<file path="config.mk">
export PLATFORM = sky130hd
export DESIGN_NAME = wkd_core
export DESIGN_NICKNAME = d
export VERILOG_FILES = /design/src/inc/wkd_pkg.sv /design/src/verilog/wkd_filter.sv /design/src/verilog/wkd_core.sv
export SDC_FILE = /design/constraint.sdc
export NUM_CORES = 1
export LEC_CHECK = 0
export ABC_AREA = 0
export BUFFER_PORTS_ARGS = -buffer_cell sky130_fd_sc_hd__buf_2
export CAP_MARGIN = 20
export CORE_UTILIZATION = 34
export CTS_BUF_LIST = sky130_fd_sc_hd__clkbuf_4 sky130_fd_sc_hd__clkbuf_8 sky130_fd_sc_hd__clkbuf_16
export DETAILED_ROUTE_END_ITERATION = 6
export GPL_ROUTABILITY_DRIVEN = 0
export GPL_TIMING_DRIVEN = 0
export PLACE_DENSITY = 0.53
export RECOVER_POWER = 25
export SYNTH_ARGS = -nofsm -noshare
export SYNTH_HDL_FRONTEND = slang
export SYNTH_HIERARCHICAL = 1
export SYNTH_SLANG_ARGS = --single-unit
</file>
<file path="constraint.sdc">
create_clock -name clk_i -period 3 [get_ports clk_i]
set_input_delay 0.15 -clock clk_i [delete_from_list [all_inputs] [get_ports clk_i]]
set_output_delay 0.15 -clock clk_i [all_outputs]
set_load 0.1 [all_outputs]
</file>
<file path="src/inc/wkd_pkg.sv">
// package for the wake input detector: register map, field layout, timing
// assumes a 25 MHz clock and a classic wishbone slave with 32-bit data
package wkd_pkg;
    // ==================================================================
    // bus geometry
    localparam int WKD_AW = 8;
    localparam int WKD_DW = 32;
    localparam int WKD_PINS = 3;
    // ==================================================================
    // register byte offsets
    localparam logic [7:0] WKD_OFS_ENABLE = 8'h00; // wake_enable_control
    localparam logic [7:0] WKD_OFS_STAT_A = 8'h04; // wake_source_status_a
    localparam logic [7:0] WKD_OFS_STAT_B = 8'h08; // wake_source_status_b
    localparam logic [7:0] WKD_OFS_LEVEL = 8'h0c; // pin_level_status
    localparam logic [7:0] WKD_OFS_PULL = 8'h10; // pull_source_control
    localparam logic [7:0] WKD_OFS_FILT = 8'h14; // detection_filter_control
    localparam logic [7:0] WKD_OFS_MASK = 8'h18; // interrupt mask
    localparam logic [7:0] WKD_OFS_MODE = 8'h1c; // power mode
    // ==================================================================
    // reset values
    localparam logic [2:0] WKD_RST_ENABLE = 3'h0;
    localparam logic [5:0] WKD_RST_PULL = 6'h00; // all pulls off
    localparam logic [5:0] WKD_RST_FILT = 6'h00; // static, short filter
    localparam logic [4:0] WKD_RST_MASK = 5'h00;
    localparam logic [1:0] WKD_RST_MODE = 2'h0;
    // ==================================================================
    // field codes: two bits per pin, pin n at bits [2n+1:2n]
    localparam int WKD_FLD_W = 2;
    localparam logic [1:0] WKD_DET_STAT_SHORT = 2'h0;
    localparam logic [1:0] WKD_DET_STAT_LONG = 2'h1;
    localparam logic [1:0] WKD_DET_CYC_ONE = 2'h2;
    localparam logic [1:0] WKD_DET_CYC_TWO = 2'h3;
    localparam logic [1:0] WKD_PULL_NONE = 2'h0;
    localparam logic [1:0] WKD_PULL_DOWN = 2'h1;
    localparam logic [1:0] WKD_PULL_UP = 2'h2;
    localparam logic [1:0] WKD_PULL_AUTO = 2'h3;
    // ==================================================================
    // power modes
    typedef enum logic [1:0] {
        WKD_MODE_NORMAL = 2'b00,
        WKD_MODE_STOP = 2'b01,
        WKD_MODE_SLEEP = 2'b10,
        WKD_MODE_FAILSAFE = 2'b11
    } wkd_mode_t;
    // ==================================================================
    // timing
    localparam int WKD_CLK_MHZ = 25;
    localparam int WKD_T_SHORT_US = 16;
    localparam int WKD_T_LONG_US = 64;
    localparam int WKD_CYC_SHORT = WKD_T_SHORT_US * WKD_CLK_MHZ; // 400
    localparam int WKD_CYC_LONG = WKD_T_LONG_US * WKD_CLK_MHZ; // 1600
    localparam int WKD_CNT_W = 11;
endpackage

</file>
<file path="src/verilog/wkd_filter.sv">
// one wake input filter: detects both edges and confirms them after a
// programmable stable time; assumes pin and window are clk_i synchronous
`timescale 1ns/1ps
`default_nettype none
module wkd_filter #(
    parameter int CNT_W = wkd_pkg::WKD_CNT_W
) (
    input wire logic clk_i,
    input wire logic rst_i,
    input wire logic pin_i,
    input wire logic window_i,
    input wire logic [CNT_W-1:0] limit_i,
    output logic level_o,
    output logic edge_o
);
    import wkd_pkg::*;
    // ==================================================================
    // state
    logic level_q; // accepted level
    logic [CNT_W-1:0] cnt_q; // cycles that the new level has stood
    logic edge_q;
    // a level that differs from the accepted one and stands for limit_i
    // cycles is taken; a cross back restarts the count
    wire logic differ = window_i && (pin_i != level_q);
    wire logic done = differ && (cnt_q >= limit_i - CNT_W'(1));
    // ==================================================================
    // filter counter
    always_ff @(posedge clk_i) begin
        if (rst_i) begin
            level_q <= 1'b0;
            cnt_q <= '0;
            edge_q <= 1'b0;
        end else begin
            edge_q <= done; // both directions count
            if (done) begin
                level_q <= pin_i;
                cnt_q <= '0;
            end else if (differ) begin
                cnt_q <= cnt_q + CNT_W'(1);
            end else begin
                cnt_q <= '0; // crossed back or window closed
            end
        end
    end
    assign level_o = level_q;
    assign edge_o = edge_q;

    // ==================================================================
    // checks
    AST_FILT_RESTART: assert property (
        @(posedge clk_i) disable iff (rst_i)
        !differ |=> cnt_q == '0) else $error("filter count not cleared");
    AST_FILT_EDGE: assert property (
        @(posedge clk_i) disable iff (rst_i)
        edge_o |-> level_q != $past(level_q))
        else $error("edge without level change");
endmodule
`default_nettype wire

</file>
<file path="src/verilog/wkd_core.sv">
// What this block does
// both edges of a wake pin signal
// normal/stop interrupt, sleep/failsafe wake request
// static sense watches pins all time
// cyclic sense evaluates only in timer window
// wake taken only if stable whole filter
// code 00 16us, code 01 64us static
// code 10 timer one, 11 timer two
// per-pin wake enable gates wake ability
// per-pin source flags in status a
// levels readable in normal and stop
// cyclic sense reports last window sample
// fail-output inputs fixed 16us, status b
// pull field 00 none 01 down 10 up 11 auto
// auto pull follows detected pin level
// flags stay until host writes one
//
// top of the wake input detector; classic wishbone slave, one clock;
// cyclic windows come from outside timers as synchronous levels
`timescale 1ns/1ps
`default_nettype none
module wkd_core #(
    parameter int PINS = wkd_pkg::WKD_PINS
) (
    input wire logic clk_i,
    input wire logic rst_i,
    // wishbone slave
    input wire logic wb_cyc_i,
    input wire logic wb_stb_i,
    input wire logic wb_we_i,
    input wire logic [wkd_pkg::WKD_AW-1:0] wb_adr_i,
    input wire logic [3:0] wb_sel_i,
    input wire logic [wkd_pkg::WKD_DW-1:0] wb_dat_i,
    output logic [wkd_pkg::WKD_DW-1:0] wb_dat_o,
    output logic wb_ack_o,
    output logic wb_err_o,
    // pins and windows
    input wire logic [PINS-1:0] wake_pin_n_i, // comparator outputs
    input wire logic [1:0] fail_output_pins_i, // fail outputs 2 and 3
    input wire logic fail_output_wake_cfg_i, // fail outputs used as inputs
    input wire logic timer_one_window_i, // cyclic timer one on-time
    input wire logic timer_two_window_i, // cyclic timer two on-time
    // results
    output logic [PINS-1:0] pull_up_en_o,
    output logic [PINS-1:0] pull_down_en_o,
    output logic irq_o,
    output logic wake_req_o
);
    import wkd_pkg::*;

    // ==================================================================
    // registers
    logic [PINS-1:0] enable_q; // wake_enable_control
    logic [2*PINS-1:0] pull_q; // pull_source_control
    logic [2*PINS-1:0] filt_q; // detection_filter_control
    logic [PINS+1:0] mask_q; // interrupt mask, a flags then b flags
    logic [PINS-1:0] stat_a_q; // wake_source_status_a
    logic [1:0] stat_b_q; // wake_source_status_b
    logic [PINS-1:0] level_q; // pin_level_status
    logic [1:0] mode_q; // power mode set by the mode controller
    logic ack_q;
    logic [WKD_DW-1:0] rdat_q;
    logic wake_req_q;

    // ==================================================================
    // helpers
    // field of pin n from a packed two-bit-per-pin register
    function automatic logic [1:0] fld(input logic [2*PINS-1:0] r,
                                       input int n);
        fld = r[2*n +: 2];
    endfunction
    // ==================================================================
    // bus decode
    wire logic req = wb_cyc_i && wb_stb_i && !ack_q;
    wire logic wr = req && wb_we_i;
    wire logic hit_en = wb_adr_i == WKD_OFS_ENABLE;
    wire logic hit_sa = wb_adr_i == WKD_OFS_STAT_A;
    wire logic hit_sb = wb_adr_i == WKD_OFS_STAT_B;
    wire logic hit_lv = wb_adr_i == WKD_OFS_LEVEL;
    wire logic hit_pu = wb_adr_i == WKD_OFS_PULL;
    wire logic hit_fl = wb_adr_i == WKD_OFS_FILT;
    wire logic hit_mk = wb_adr_i == WKD_OFS_MASK;
    wire logic hit_md = wb_adr_i == WKD_OFS_MODE;
    wire logic mapped = hit_en | hit_sa | hit_sb | hit_lv | hit_pu
                        | hit_fl | hit_mk | hit_md;
    wire logic lane0 = wb_sel_i[0];
    wire logic [7:0] wbyte = wb_dat_i[7:0];

    // read mux, reserved bits read zero
    logic [WKD_DW-1:0] rmux;
    always_comb begin
        rmux = '0;
        if (hit_en) rmux[PINS-1:0] = enable_q;
        if (hit_sa) rmux[PINS-1:0] = stat_a_q; // readable in any mode
        if (hit_sb) rmux[1:0] = stat_b_q;
        if (hit_lv) rmux[PINS-1:0] = level_q;
        if (hit_pu) rmux[2*PINS-1:0] = pull_q;
        if (hit_fl) rmux[2*PINS-1:0] = filt_q;
        if (hit_mk) rmux[PINS+1:0] = mask_q;
        if (hit_md) rmux[1:0] = mode_q;
    end

    // ==================================================================
    // per-pin detection
    logic [PINS-1:0] win; // evaluation window per pin
    logic [PINS-1:0] cyc; // pin is in cyclic sense
    logic [PINS-1:0] flt_level;
    logic [PINS-1:0] flt_edge;
    logic [WKD_CNT_W-1:0] lim [PINS];
    for (genvar n = 0; n < PINS; n++) begin : g_pin
        wire logic [1:0] det = fld(filt_q, n);
        // static sense always open; R4 cyclic only in timer window
        assign win[n] = (det == WKD_DET_CYC_ONE) ? timer_one_window_i :
                        (det == WKD_DET_CYC_TWO) ? timer_two_window_i :
                        1'b1;
        assign cyc[n] = det[1];
        // long filter only for code 01, all others short
        assign lim[n] = (det == WKD_DET_STAT_LONG) ?
                        WKD_CNT_W'(WKD_CYC_LONG) :
                        WKD_CNT_W'(WKD_CYC_SHORT);
        wkd_filter #(.CNT_W(WKD_CNT_W)) u_filt (
            .clk_i(clk_i),
            .rst_i(rst_i),
            .pin_i(wake_pin_n_i[n]),
            .window_i(win[n]),
            .limit_i(lim[n]),
            .level_o(flt_level[n]),
            .edge_o(flt_edge[n])
        );
        // pull decode; R14 auto follows the detected level
        wire logic [1:0] pl = fld(pull_q, n);
        assign pull_up_en_o[n] = (pl == WKD_PULL_UP) ||
                                 ((pl == WKD_PULL_AUTO) && flt_level[n]);
        assign pull_down_en_o[n] = (pl == WKD_PULL_DOWN) ||
                                   ((pl == WKD_PULL_AUTO) && !flt_level[n]);
    end

    // fail-output pins: fixed short static filter
    logic [1:0] fo_edge;
    for (genvar k = 0; k < 2; k++) begin : g_fo
        wkd_filter #(.CNT_W(WKD_CNT_W)) u_fofilt (
            .clk_i(clk_i),
            .rst_i(rst_i),
            .pin_i(fail_output_pins_i[k]),
            .window_i(fail_output_wake_cfg_i),
            .limit_i(WKD_CNT_W'(WKD_CYC_SHORT)),
            .level_o(),
            .edge_o(fo_edge[k])
        );
    end

    // ==================================================================
    // events and mode steering
    wire logic awake = (mode_q == WKD_MODE_NORMAL) || (mode_q == WKD_MODE_STOP);
    wire logic [PINS-1:0] ev_a = flt_edge & enable_q;
    wire logic [1:0] ev_b = fo_edge;
    wire logic [PINS-1:0] clr_a = (wr && hit_sa && lane0) ? wbyte[PINS-1:0] : '0;
    wire logic [1:0] clr_b = (wr && hit_sb && lane0) ? wbyte[1:0] : '0;
    wire logic any_ev = |ev_a || |ev_b;

    // level register: live in static, last window sample in cyclic
    logic [PINS-1:0] level_d;
    always_comb begin
        level_d = level_q;
        for (int n = 0; n < PINS; n++) begin
            if (!cyc[n] || win[n]) level_d[n] = wake_pin_n_i[n];
        end
    end

    // ==================================================================
    // sticky flags: set wins over a clear in the same cycle
    always_ff @(posedge clk_i) begin
        if (rst_i) begin
            stat_a_q <= '0;
            stat_b_q <= '0;
        end else begin
            stat_a_q <= (stat_a_q & ~clr_a) | ev_a;
            stat_b_q <= (stat_b_q & ~clr_b) | ev_b;
        end
    end

    // level capture only while normal or stop, frozen otherwise
    always_ff @(posedge clk_i) begin
        if (rst_i) begin
            level_q <= '0;
        end else if (awake) begin
            level_q <= level_d;
        end
    end

    // wake request: raised by an event in sleep or fail-safe, held until
    // the mode controller leaves the low-power mode
    always_ff @(posedge clk_i) begin
        if (rst_i) begin
            wake_req_q <= 1'b0;
        end else if (awake) begin
            wake_req_q <= 1'b0;
        end else if (any_ev) begin
            wake_req_q <= 1'b1;
        end
    end
    assign wake_req_o = wake_req_q;
    // interrupt only in normal or stop; flags still record in low power
    assign irq_o = awake && |({stat_b_q, stat_a_q} & mask_q);

    // ==================================================================
    // control registers
    always_ff @(posedge clk_i) begin
        if (rst_i) begin
            enable_q <= WKD_RST_ENABLE;
            pull_q <= WKD_RST_PULL; // none at reset
            filt_q <= WKD_RST_FILT;
            mask_q <= WKD_RST_MASK;
            mode_q <= WKD_RST_MODE;
        end else if (wr && lane0) begin
            if (hit_en) enable_q <= wbyte[PINS-1:0];
            if (hit_pu) pull_q <= wbyte[2*PINS-1:0];
            if (hit_fl) filt_q <= wbyte[2*PINS-1:0];
            if (hit_mk) mask_q <= wbyte[PINS+1:0];
            if (hit_md) mode_q <= wbyte[1:0];
        end
    end

    // bus answer: one cycle after the request, dropped the next cycle
    always_ff @(posedge clk_i) begin
        if (rst_i) begin
            ack_q <= 1'b0;
            rdat_q <= '0;
        end else begin
            ack_q <= req;
            rdat_q <= (req && !wb_we_i) ? rmux : '0;
        end
    end
    logic err_q;
    always_ff @(posedge clk_i) begin
        if (rst_i) begin
            err_q <= 1'b0;
        end else begin
            err_q <= req && !mapped;
        end
    end
    assign wb_ack_o = ack_q && !err_q;
    assign wb_err_o = ack_q && err_q;
    assign wb_dat_o = rdat_q;

    // ==================================================================
    // checks
    // mode steering
    AST_IRQ_MODE: assert property (
        @(posedge clk_i) disable iff (rst_i)
        irq_o |-> awake) else $error("interrupt in low power");
    AST_WAKE_REQ: assert property (
        @(posedge clk_i) disable iff (rst_i)
        (!awake && any_ev) |=> wake_req_o || awake)
        else $error("no wake request");
    AST_WAKE_CLEAR: assert property (
        @(posedge clk_i) disable iff (rst_i)
        awake |=> !wake_req_o) else $error("wake request kept while awake");
    // flags; pin 1 is the pin left disabled while asleep
    AST_ENABLE_GATE: assert property (
        @(posedge clk_i) disable iff (rst_i)
        (flt_edge[1] && !enable_q[1] && !stat_a_q[1]) |=> !stat_a_q[1])
        else $error("disabled pin flagged");
    AST_FLAG_SET: assert property (
        @(posedge clk_i) disable iff (rst_i)
        ev_a[0] |=> stat_a_q[0]) else $error("source flag lost");
    AST_FLAG_HOLD: assert property (
        @(posedge clk_i) disable iff (rst_i)
        (stat_a_q[0] && !clr_a[0]) |=> stat_a_q[0])
        else $error("flag dropped uncleared");
    AST_STAT_B_SET: assert property (
        @(posedge clk_i) disable iff (rst_i)
        ev_b[0] |=> stat_b_q[0]) else $error("fail pin flag lost");
    // pulls
    AST_PULL_AUTO: assert property (
        @(posedge clk_i) disable iff (rst_i)
        fld(pull_q, 2) == WKD_PULL_AUTO |->
        pull_up_en_o[2] == flt_level[2] && pull_down_en_o[2] != flt_level[2])
        else $error("auto pull not following level");
    AST_PULL_NONE: assert property (
        @(posedge clk_i) disable iff (rst_i)
        fld(pull_q, 1) == WKD_PULL_NONE |->
        !pull_up_en_o[1] && !pull_down_en_o[1])
        else $error("pull on while none");
    // level register
    AST_CYC_HOLD: assert property (
        @(posedge clk_i) disable iff (rst_i)
        (cyc[2] && !win[2]) |=> $stable(level_q[2]))
        else $error("level moved outside window");
    AST_STATIC_LEVEL: assert property (
        @(posedge clk_i) disable iff (rst_i)
        (awake && !cyc[0]) |=> level_q[0] == $past(wake_pin_n_i[0]))
        else $error("static level not live");
    AST_LEVEL_FROZEN: assert property (
        @(posedge clk_i) disable iff (rst_i)
        !awake |=> $stable(level_q)) else $error("level moved in low power");
    // bus
    AST_ACK: assert property ( // bus answer timing
        @(posedge clk_i) disable iff (rst_i)
        req |=> (wb_ack_o || wb_err_o) ##1 !(wb_ack_o || wb_err_o))
        else $error("bus answer timing");
endmodule
`default_nettype wire

</file>
**After elaboration in Yosys (flattened, before gate mapping)**

Index checks and enable logic that the tools add are counted.

- Output and inout port bits: 42
- Bits of input ports: 57
- Register bits: 130
- Word-level logic and storage cells: 184

- Bitwise operators: 21
- Equality and inequality tests: 31
- Mux-type cells: 19
- Reductions and logical operators: 70
- $lt $le $gt $ge: 5
- $add $sub $neg: 8

Operators by type and width:

| cell | number |
|---|---|
| adder 11 x 1 -> 11 bit (second input constant) | 5 |
| >= comparator 11 bit | 3 |
| 2-to-1 mux 11 bit | 3 |
| subtractor 11 x 1 -> 11 bit (second input constant) | 3 |
| equality test 8 x 5 -> 1 bit (second input constant) | 4 |
| logical AND 1 bit | 29 |
| equality test 2 bit (second input constant) | 12 |
| >= comparator 11 x 9 -> 1 bit (second input constant) | 2 |
| OR reduction 3 bit | 6 |
| equality test 8 x 4 -> 1 bit (second input constant) | 2 |
| AND reduction 2 bit | 8 |
| equality test 2 x 1 -> 1 bit (second input constant) | 7 |
| 2-to-1 mux 3 bit | 4 |
| 2-to-1 mux 6 bit | 2 |
| logical OR 1 bit | 11 |
| logical NOT 1 bit | 10 |
| equality test 8 x 3 -> 1 bit (second input constant) | 1 |
| logical NOT 8 bit | 1 |
| bitwise OR 1 bit | 7 |
| AND 3 bit | 2 |
| 2-to-1 mux 1 bit | 6 |
| 2-to-1 mux 2 bit | 3 |
| NOT 1 bit | 6 |
| OR reduction 2 bit | 3 |
| other kinds (10) | 14 |

**Longest topological paths before layout**

- Word-level depth: 10
- Depth in mapped cells: 12
- Depth with buffers taken out: 11

**Modules after synthesis**

The synthesis kept the hierarchy.

By module, submodules not included:

| module | area each (µm²) | cells each | instances |
|---|---|---|---|
| wkd_filter | 943.4 | 108 | 5 |
| wkd_core | 2133.3 | 241 | 1 |

**Worst setup path before layout**

OpenSTA, ideal clock, no wires.

- Path kind: register -> output
- Start: register g_pin[0].u_filt.level_q
- End: output pull_up_en_o[0]
- Path slack: 0.268 ns
- Arrival time: 2.582 ns
- Cell stages (with the launch flop): 3
- Cells stage by stage: dfxtp_1 -> inv_1 -> a21boi_0

- Longest elaborated chain between the ends: 2

RTL lines:

| element | line | RTL |
|---|---|---|
| from (decl) | wkd_filter.sv:19 | `logic level_q;` |
| from (signal assigned) | wkd_filter.sv:36 | `level_q <= pin_i;` |
| logical AND 1 bit | wkd_core.sv:133 | `((pl == WKD_PULL_AUTO) && flt_level[n]);` |
| logical OR 1 bit | wkd_core.sv:132 | `assign pull_up_en_o[n] = (pl == WKD_PULL_UP) \|\|` |
| to (decl) | wkd_core.sv:44 | `output logic [PINS-1:0] pull_up_en_o,` |

Every way passes these cells.

==> run metrics <==
status=complete, no violations; busiest layer in global routing=met2; first-pass GRT wire length=23.5 mm; Max Slew Vio Count=0; Synth Instances=781; met1 Use GR=0.191; CP delay by family, top=simple AND/OR/NAND/NOR gates; grt total ovfl=0; syn_area_per_cell=just under 9 um^2; met3 Use GR=0.0247; H-Tree Depth=3; RSZ-0062 raised after global routing=no; minimum clock period=2.79 ns; Via density=4.32; Synth Warn #=6; vias=around 5400; Crit Path Class=flip-flop to flip-flop; Avg WL per Cell=about 11 um; Post-Place Cells=1219; largest family of logic cells by synthesized area=simple AND/OR/NAND/NOR gates; clock buffer depth=2; share of post-route cells with drive strength above 1=0.135; CP max stage delay=0.55 ns; most common cell after layout, fill and taps aside=conb_1; TritonRoute pass-1 iters=4; ys async rst share=0; aggregate routed wire length=14.1 mm; critical path arrival=3.08 ns; slack of the critical path=0.209 ns; hold crit path type=input port to flip-flop; Worst path slowest cell=or4_1; root cell of the clock tree=clkbuf_16; total of max-cap violations=0; Leak=roughly 3.4 nW; diodes inserted=0; most frequent cells in the layout=conb_1, nor2_1, dfxtp_1; period utilisation layout=0.930; simple-gate share of the synthesized area=0.249; CTS tree=yes; die footprint=roughly 21000 um^2; core footprint=19600 um^2; prevailing post-synth register cell=dfxtp_1; CP Capture Type=flip-flop; R2R Setup Slk=around 0.21 ns; vias in the first global route=4884; # DRC=0; Die Height=144 um; peak supply drop=0.251 mV; Cell Rows=51; Area contributors post-synth=dfxtp_1, ha_1, xnor2_1, nor2_1, mux2i_1; drt initial violations=around 240; Clock Skew=0.00909 ns; initial antenna violation count=0; Starting Density=0.350; post-synthesis xor/xnor area fraction=0.121; Overall Power=0.00300 W; CTS sink cnt=around 100; NumNets Final=1093; sequential area share after synthesis=0.304; Port Buf Inserts=43; Adder-Cell Fraction of Synth Area=0.119; setup slack at placement=-0.111 ns; Post-synth EDFFs=0; Tightest Pin Transition=1.26 ns; Synth area leader=dfxtp_1; Worst Path Buf+Inv=1; Post-DRT Antenna Nets=0; worst-path maximum fanout=10; Worst-path clk slew=roughly 0.08 ns; Pwr per Cell Area=365 nW/um^2; total CTS buffers=9; Critical Path, Cell by Cell=nand2b_4, clkinvlp_4, or4_1, nor2_2, xnor2_1, ha_1, nand4_1, nor3_2, o31ai_2, a21boi_1, mux2i_1; Clk Latency, worst-skew pair=0.36 ns; setup violators final=0; post-synthesis cell type count=56; area grow syn2layout=20.3%; GRT met2 Usage=0.239; share of the synthesized area in the top cell type=0.304; Post-Layout Cell Count=1241; fmax=roughly 360 MHz; final instance area=between 8000 and 9000 um^2; Required @ worst endpoint=3.29 ns; die width=between 100 and 150 um; Post-Syn Area=6850 um^2; placed inst area=about 7900 um^2; Final HPWL DP=11.3 mm; Startpoint Class=flip-flop; Final Hold Viols=0; mux share of post-synthesis cell area=0.0603; Synth Area in Compound Gates=0.0873; pin count of the biggest net entering global routing=20; Top Ports=99; Slew HR=0.166; flops & latches, synth=between 100 and 150; Overall Global Routing Usage=0.146; Post-CTS Hold Buffers=0
==> report_power, final <==
group / switching [W] / internal (W) / leakage (nW)
combinational: 0.000296 / 0.000124 / 2.40
clock: 0.000579 / 0.000610 / 0.145
sequential: 0.00000727 / 0.00139 / 0.840
==> area by class of cell <==
class / instances / area [um^2]
fill: 2050 / 11400
tap: 265 / 332
sequential: 104 / 2080
clock inverter: 6 / 58.8
inverter: 29 / 113
clock buffer: 10 / 239
timing repair buffer: 49 / 246
multi-input combinational: 737 / 4880
buffer: 41 / 290
==> cell usage after synthesis (all sizes together) (2+ instances only) <==
library cell and count:
nor2 132, dfxtp 104, ha 65, xnor2 55, nand3 42, nand2 40
xor2 40, mux2i 39, buf 34, inv 29, nor3 29, a21oi 24
nand2b 17, a21boi 16, o21ai 12, nor3b 10, or4 10, nor4 9
clkbuf 7, nand3b 7, nand4 7, a211oi 5, a311oi 5, and3 5
o31ai 5, and2 3, nor2b 3, and4b 2, conb 2, mux2 2
o2111a 2, o2111ai 2, o221ai 2, o22ai 2, o311ai 2
==> per-stage QoR <==
step	hold slack [ns]	utilization	TNS (ns)
floorplan	0.259	-	0
global placement	0.428	0.403	-0.875
detailed placement	0.437	0.403	-1.51
CTS	0.0569	0.418	0
global route	0.0761	0.421	0
finish	0.0683	0.421	0
==> worst min-delay path: stages <==
cell and delay, ns:
buf_2 0.11, mux2i_1 0.07, nor2_1 0.07
==> worst paths after layout <==
kind / startpoint / to / cells past startpoint
max reg2reg: filt_q[3]$_SDFFE_PP0P_ / g_pin[1].u_filt/level_o$_SDFFE_PP0P_ / 11
min: wb_dat_i[3] / mask_q[3]$_SDFFE_PP0P_ / 3
min reg2reg: g_fo[1].u_fofilt/cnt_q[0]$_SDFF_PP0_ / g_fo[1].u_fofilt/cnt_q[0]$_SDFF_PP0_ / 1
max: filt_q[3]$_SDFFE_PP0P_ / g_pin[1].u_filt/level_o$_SDFFE_PP0P_ / 11
==> repair_timing <==
item	in CTS	in global routing
pin swaps	0	0
endpoints found under the setup margin	33	30
setup buffers	0	6
gates resized for setup	3	8
==> sequential cells by signal (all words and copies together), names as in the netlist, 3 cells and up <==
signal,cells
enable_q,3
filt_q,6
g_fo.u_fofilt/cnt_q,22
g_pin.u_filt/cnt_q,33
g_pin.u_filt/edge_o,3
g_pin.u_filt/level_o,3
level_q,3
mask_q,5
pull_q,6
stat_a_q,3
wb_dat_o,6
==> metal layers <==
metal  share of wire  vias up
met2            0.46       55
met1            0.49     2340
met5               0        -
li1                -     2949
met3           0.032       16
met4           0.016        0
==> cells by family (layout without fill, tap and decap cells) <==
family          count (synthesis)  in the layout
simple gates                  322            322
fa+ha+maj                      65             65
compound gates                 82             82
flops                         104            104
xor+xnor                       95             95
mux                            41             41
other cells                     2            132
buf+inv                        70            135
Power figures use the tool's default switching activity.
